## src/shared/tmc_pkg.sv

```systemverilog
// Package for the transceiver mode control block
package tmc_pkg;
	// Calibration select field (two bits, from register 6 in the device)
	localparam int TMC_CAL_W = 2;
	localparam logic [1:0] TMC_CAL_NONE = 2'h0;
	localparam int TMC_CAL_RX_BIT = 0;
	localparam int TMC_CAL_TX_BIT = 1;
	// Power detector gain field value for 9 dB (arbitrary code, two bits)
	localparam logic [1:0] TMC_PDET_GAIN_9DB = 2'h1;

	// Operating modes, one-hot
	typedef enum logic [5:0] {
		TMC_SHUTDOWN = 6'h01,
		TMC_STANDBY = 6'h02,
		TMC_RX = 6'h04,
		TMC_TX = 6'h08,
		TMC_RX_CAL = 6'h10,
		TMC_TX_CAL = 6'h20
	} tmc_mode_t;

	// Mode pin pair
	typedef struct packed {
		logic power_on_pin;
		logic tx_select_pin;
	} tmc_pins_t;

	// Block power and routing enables
	typedef struct packed {
		logic synth_en;     // PLL, VCO, LO generators, auto tuner
		logic lna_en;
		logic rx_path_en;   // rest of receive path
		logic tx_upconv_en;
		logic tx_path_en;   // tx baseband, filter
		logic pa_drv_en;    // PA driver and external PA
		logic am_det_en;
		logic rx_iq_buf_en;
		logic rx_mux_det;   // rx outputs carry detector signal
		logic cal_tone_en;  // tone, RF phase shift, loopback into rx
		logic loopback_en;
		logic serial_en;    // serial interface and register file
	} tmc_enables_t;

	localparam tmc_enables_t TMC_EN_OFF = '0;
endpackage : tmc_pkg

```

## src/hw/tmc_decode.sv

```systemverilog
// Mode decode from pins and calibration field
`timescale 1ns/10ps
module tmc_decode (
	// Inputs
	input wire tmc_pkg::tmc_pins_t pins,
	input wire logic [1:0] cal_sel,
	// Result
	output tmc_pkg::tmc_mode_t mode
);
	import tmc_pkg::*;

	// Pin pair first, calibration field picks variants
	always_comb begin
		case ({pins.power_on_pin, pins.tx_select_pin})
			2'h0: mode = TMC_SHUTDOWN;
			2'h1: mode = TMC_STANDBY;
			2'h2: mode = cal_sel[TMC_CAL_RX_BIT] ? TMC_RX_CAL : TMC_RX;
			2'h3: mode = cal_sel[TMC_CAL_TX_BIT] ? TMC_TX_CAL : TMC_TX;
			default: mode = TMC_SHUTDOWN;
		endcase
	end
endmodule : tmc_decode

```

## src/hw/tmc_top.sv

```systemverilog
// Operating mode control for the radio transceiver
`timescale 1ns/10ps
// Functional notes
// - Both mode pins low: shutdown, only serial interface and registers stay live.
// - Power-on low, tx-select high: standby, synthesizer and LO stay on.
// - Power-on high, tx-select low: complete receive path enabled.
// - Both pins high: complete transmit path enabled.
// - Tx calibration: tx on except PA driver; detector routed to rx outputs.
// - Rx calibration: tx loop into rx inputs, synth on, LNA off.
module tmc_top (
	// Clock and reset
	input wire logic clk,
	input wire logic rst_n,
	// Mode pins from the controller
	input wire tmc_pkg::tmc_pins_t pins,
	// Calibration field from the register file
	input wire logic [1:0] cal_sel,
	// Register file write strobe, seen in every mode
	input wire logic reg_wr,
	// Outputs
	output tmc_pkg::tmc_mode_t mode,
	output tmc_pkg::tmc_enables_t en,
	output logic reg_wr_ack
);
	import tmc_pkg::*;

	typedef struct packed {
		tmc_mode_t mode;
		tmc_enables_t en;
		logic ack;
	} tmc_state_t;

	tmc_state_t s_q;
	tmc_state_t s_d;
	tmc_mode_t mode_dec;

	// Pin and field decode
	tmc_decode u_dec (
		.pins(pins),
		.cal_sel(cal_sel),
		.mode(mode_dec)
	);

	// Next state: enables per mode
	always_comb begin
		s_d = s_q;
		s_d.mode = mode_dec;
		s_d.en = TMC_EN_OFF;
		// Serial port and registers live in every mode
		s_d.en.serial_en = 1'h1;
		// Write strobe answered even in shutdown
		s_d.ack = reg_wr;
		case (mode_dec)
			TMC_SHUTDOWN: begin
				s_d.en.serial_en = 1'h1;
			end
			TMC_STANDBY: begin
				s_d.en.synth_en = 1'h1;
			end
			TMC_RX: begin
				s_d.en.synth_en = 1'h1;
				s_d.en.lna_en = 1'h1;
				s_d.en.rx_path_en = 1'h1;
				s_d.en.rx_iq_buf_en = 1'h1;
			end
			TMC_TX: begin
				s_d.en.synth_en = 1'h1;
				s_d.en.tx_upconv_en = 1'h1;
				s_d.en.tx_path_en = 1'h1;
				s_d.en.pa_drv_en = 1'h1;
			end
			TMC_RX_CAL: begin
				s_d.en.synth_en = 1'h1;
				s_d.en.rx_path_en = 1'h1;
				s_d.en.rx_iq_buf_en = 1'h1;
				s_d.en.tx_upconv_en = 1'h1;
				s_d.en.cal_tone_en = 1'h1;
				s_d.en.loopback_en = 1'h1;
			end
			TMC_TX_CAL: begin
				s_d.en.synth_en = 1'h1;
				s_d.en.tx_upconv_en = 1'h1;
				s_d.en.tx_path_en = 1'h1;
				s_d.en.am_det_en = 1'h1;
				s_d.en.rx_iq_buf_en = 1'h1;
				s_d.en.rx_mux_det = 1'h1;
			end
			// Unused codes fall back to shutdown
			default: begin
				s_d.mode = TMC_SHUTDOWN;
			end
		endcase
	end

	// State register
	always_ff @(posedge clk or negedge rst_n) begin
		if (!rst_n) begin
			s_q <= '{mode: TMC_SHUTDOWN, en: TMC_EN_OFF, ack: 1'h0};
		end else begin
			s_q <= s_d;
		end
	end

	// Outputs straight from the state register
	assign mode = s_q.mode;
	assign en = s_q.en;
	assign reg_wr_ack = s_q.ack;
endmodule : tmc_top

```

## config.mk

```make
export PLATFORM = sky130hd
export DESIGN_NAME = tmc_top
export DESIGN_NICKNAME = d
export VERILOG_FILES = /design/src/shared/tmc_pkg.sv /design/src/hw/tmc_decode.sv /design/src/hw/tmc_top.sv
export SDC_FILE = /design/constraint.sdc
export NUM_CORES = 1
export LEC_CHECK = 0
export ABC_AREA = 0
export ABC_CLOCK_PERIOD_IN_PS = 800
export BUFFER_PORTS_ARGS = -buffer_cell sky130_fd_sc_hd__buf_2
export CORE_MARGIN = 2
export CORE_UTILIZATION = 38
export DETAILED_ROUTE_END_ITERATION = 10
export HOLD_SLACK_MARGIN = 0.05
export PLACE_DENSITY = 0.7
export SYNTH_ARGS = -nofsm -noshare
export SYNTH_HDL_FRONTEND = slang
export SYNTH_SLANG_ARGS = --single-unit
```

## constraint.sdc

```tcl
create_clock -name clk -period 0.8 [get_ports clk]
set_input_delay 0.04 -clock clk [delete_from_list [all_inputs] [get_ports clk]]
set_output_delay 0.04 -clock clk [all_outputs]
set_load 0.01 [all_outputs]
```

==> impl_metrics.csv <==
group,metric,value,unit
clock_network,clock_tree_from_tritoncts,"yes",
route,drc,0,
clock_network,clk_transition_reported_paths,0.08,ns
global_route,vias_in_the_first_global_route,314,
pwr,power.density,1900,nW/um^2
synth,synth.top_cell.area_share,71.7,%
critical_path,path_max_fanout,1,
synth,yosys.area_share.adder,0,%
clock_network,tritoncts.num_buffers,3,
clock_network,clock_path_buffers,2,
layout,syn_to_final_growth,41.5,%
synth,mappedNetlistNets,43,
synth,synth_xor_area_share,0,%
pwr,vdd_ir_drop_max,992,uV
layout,layout_commonest_cell,"sky130_fd_sc_hd__buf_2",
min_path,min-delay-start,"pins[1]",
route,final_antenna_net_count,0,
timing,final-setup-viol-count,18,
timing,timing.final.crit_period,0.930,ns
placement,detailed_place.area,687,sq um
placement,gp_congestion,0.675,
timing,setup_repair_after_global_routing_missed_its_margin,"yes",
clock_network,cts_root_buffer,"sky130_fd_sc_hd__clkbuf_4",
min_path,hp-class,"input port to register",
synth,netlist-cell-type-count,14,
critical_path,kind_of_capture_point_of_the_worst_setup_path,"primary output",
synth,dominant_combinational_cell_family_by_area_after_synthesis,"simple AND/OR/NAND/NOR gates",
global_route,global_route_wire_length_before_repair,1.28,mm
layout,antenna_cells_inserted,0,
layout,stdcell_area,790,sq um
timing,hold_violations,0,
floorplan,chipWidth,42.3,microns
synth,post_synth_and_or_nand_nor_area_fraction,16.1,%
placement,dpl_hpwl,601,microns
layout,ratio_of_cells_with_drive_above_1_in_the_final_layout,47.1,%
min_path,whs_path_depth,3,
floorplan,die_area,1790,sq um
synth,muxShareOfSynthArea,0,%
timing,post-route-worst-setup-slack,-0.130,ns
outcome,status,"finished with violations",
pwr,leakagePower,0.447,nW
synth,synth_seq_area_share,76.5,%
job,cap_viol_max_count,0,
critical_path,worst-endpoint-arrival,0.89,ns
critical_path,critical_path.max_stage_delay,0.53,ns
route,routed-via-count,362,
synth,mappedNetlistArea,558,sq um
critical_path,critical_path_class,"register to primary output",
placement,port-buffer-count,25,
floorplan,top_level_ports,26,
timing,whs,0.0580,ns
synth,synthesis.area_per_instance,15.5,sq um
synth,synth_compound_gate_area_share,2.69,%
route,drt_first_pass_iters,4,
floorplan,initial_core_util,41.8,%
global_route,track_usage,9.98,%
critical_path,worstPathRequired,0.76,ns
global_route,grt_max_degree,18,
synth,synth.largest_area_cell,"sky130_fd_sc_hd__dfrtp_1",
layout,nets,78,
route,drt_wl_cell,9.62,microns
outcome,failed_checks,"negative setup slack",
global_route,congestion_overflow_gr,0,
floorplan,floorplan.core_area,1330,sq um
floorplan,die_outline_height,42.3,microns
critical_path,crit_family,"flip-flops",
timing,fmaxAchievable,1.08,GHz
critical_path,path_buf_inv,1,
min_path,worst_hold_path.endpoint,"mode[0]",
layout,final_cell_mix,"sky130_fd_sc_hd__buf_2, sky130_fd_sc_hd__dfrtp_1, sky130_fd_sc_hd__dlygate4sd3_1",
synth,ys_ff_latch,17,
clock_network,cts_max_level,1,
timing,min_period_over_period,116,%
critical_path,timing.critical_path.slowest_stage_cell,"sky130_fd_sc_hd__dfstp_2",
clock_network,post-cts-setup-buffer-count,0,
placement,post_placement_setup_slack,0.155,ns
global_route,antenna_found_initial,0,
route,drt_iter0_markers,2,
placement,place_inst,74,
synth,synth.area.top_cells,"sky130_fd_sc_hd__dfrtp_1, sky130_fd_sc_hd__dfstp_2, sky130_fd_sc_hd__and2_1",
floorplan,row_count,13,
timing,maxSlewViolCount,0,
layout,instances_no_fill,85,
synth,synthesis.yosys.warnings,0,
critical_path,timing.critical_path.cells,"buf_6",
synth,cells_after_synth,36,
route,route.detailed.vias_per_inst,4.26,
critical_path,timing.critical_path.from_type,"register",
clock_network,cts.sinks,17,
route,postRouteWirelength,818,microns
==> worst max path at each step <==
stage | endpoint | cells past startpoint | from
finish | mode[0] | 1 | mode[0]
CTS | mode[0] | 1 | mode[0]
global route | mode[0] | 1 | mode[0]
floorplan | en[2] | 1 | en[1]
global placement | mode[0] | 1 | mode[0]
detailed placement | mode[0] | 1 | mode[0]
==> synthesized netlist by cell type <==
| master | n |
|---|---|
| sky130_fd_sc_hd__and2_1 | 4 |
| sky130_fd_sc_hd__a21boi_0 | 1 |
| sky130_fd_sc_hd__inv_1 | 2 |
| sky130_fd_sc_hd__conb_1 | 1 |
| sky130_fd_sc_hd__nor2b_4 | 1 |
| sky130_fd_sc_hd__o21a_1 | 1 |
| sky130_fd_sc_hd__dfrtp_1 | 16 |
| sky130_fd_sc_hd__dfstp_2 | 1 |
| sky130_fd_sc_hd__and2_4 | 1 |
| sky130_fd_sc_hd__nor2b_1 | 1 |
| sky130_fd_sc_hd__and2b_1 | 2 |
| sky130_fd_sc_hd__buf_4 | 2 |
| sky130_fd_sc_hd__or2_1 | 1 |
| sky130_fd_sc_hd__and3_2 | 2 |
==> cell families (layout without fill, tap and decap cells) <==
logic type / after synthesis / after routing
flops: 17 / 17
simple gates: 12 / 12
compound gates: 2 / 2
other cells: 1 / 1
buf+inv: 4 / 38
==> flip-flops by register name, indices dropped and copies added, names as in the netlist <==
name / count
en: 10
mode: 6
reg_wr_ack: 1
==> metal layers <==
metal | global-route usage (%) | wire length, microns
met4 | 5.63 | 7
met3 | 3.88 | 61
met5 | 0 | 0
met2 | 17.2 | 442
met1 | 10.1 | 307
==> metrics by stage <==
stage | TNS, ns | power, mW | utilization, %
2_1_floorplan | 0 | 0.991 | -
3_3_place_gp | 0 | 1.07 | 51.5
3_5_place_dp | 0 | 1.07 | 51.5
4_1_cts | -0.578 | 1.52 | 57.7
5_1_grt | -1.28 | 1.59 | 59.2
6_report | -0.366 | 1.50 | 59.2
==> power breakdown <==
part / internal, mW / leakage (nW) / switching (mW)
Combinational: 0.0879 / 0.217 / 0.0839
Sequential: 0.900 / 0.215 / 0.00963
Clock: 0.193 / 0.0150 / 0.229
==> cell type report <==
type | count | area (sq um)
clock buffers | 4 | 26.3
fillers | 113 | 544
inverters | 2 | 7.51
multi-input cells | 15 | 109
flip-flops and latches | 17 | 427
well taps | 15 | 18.8
repair buffers | 32 | 201
==> repair_timing <==
| item | 4_1_cts | 5_1_grt |
|---|---|---|
| resized for setup | 1 | 0 |
| cloned | 0 | 0 |
| hold endpoints to repair | 23 | 3 |
| hold buffers | 5 | 2 |
| setup endpoints to repair | 19 | 19 |
(Power assumes the default switching activity.)
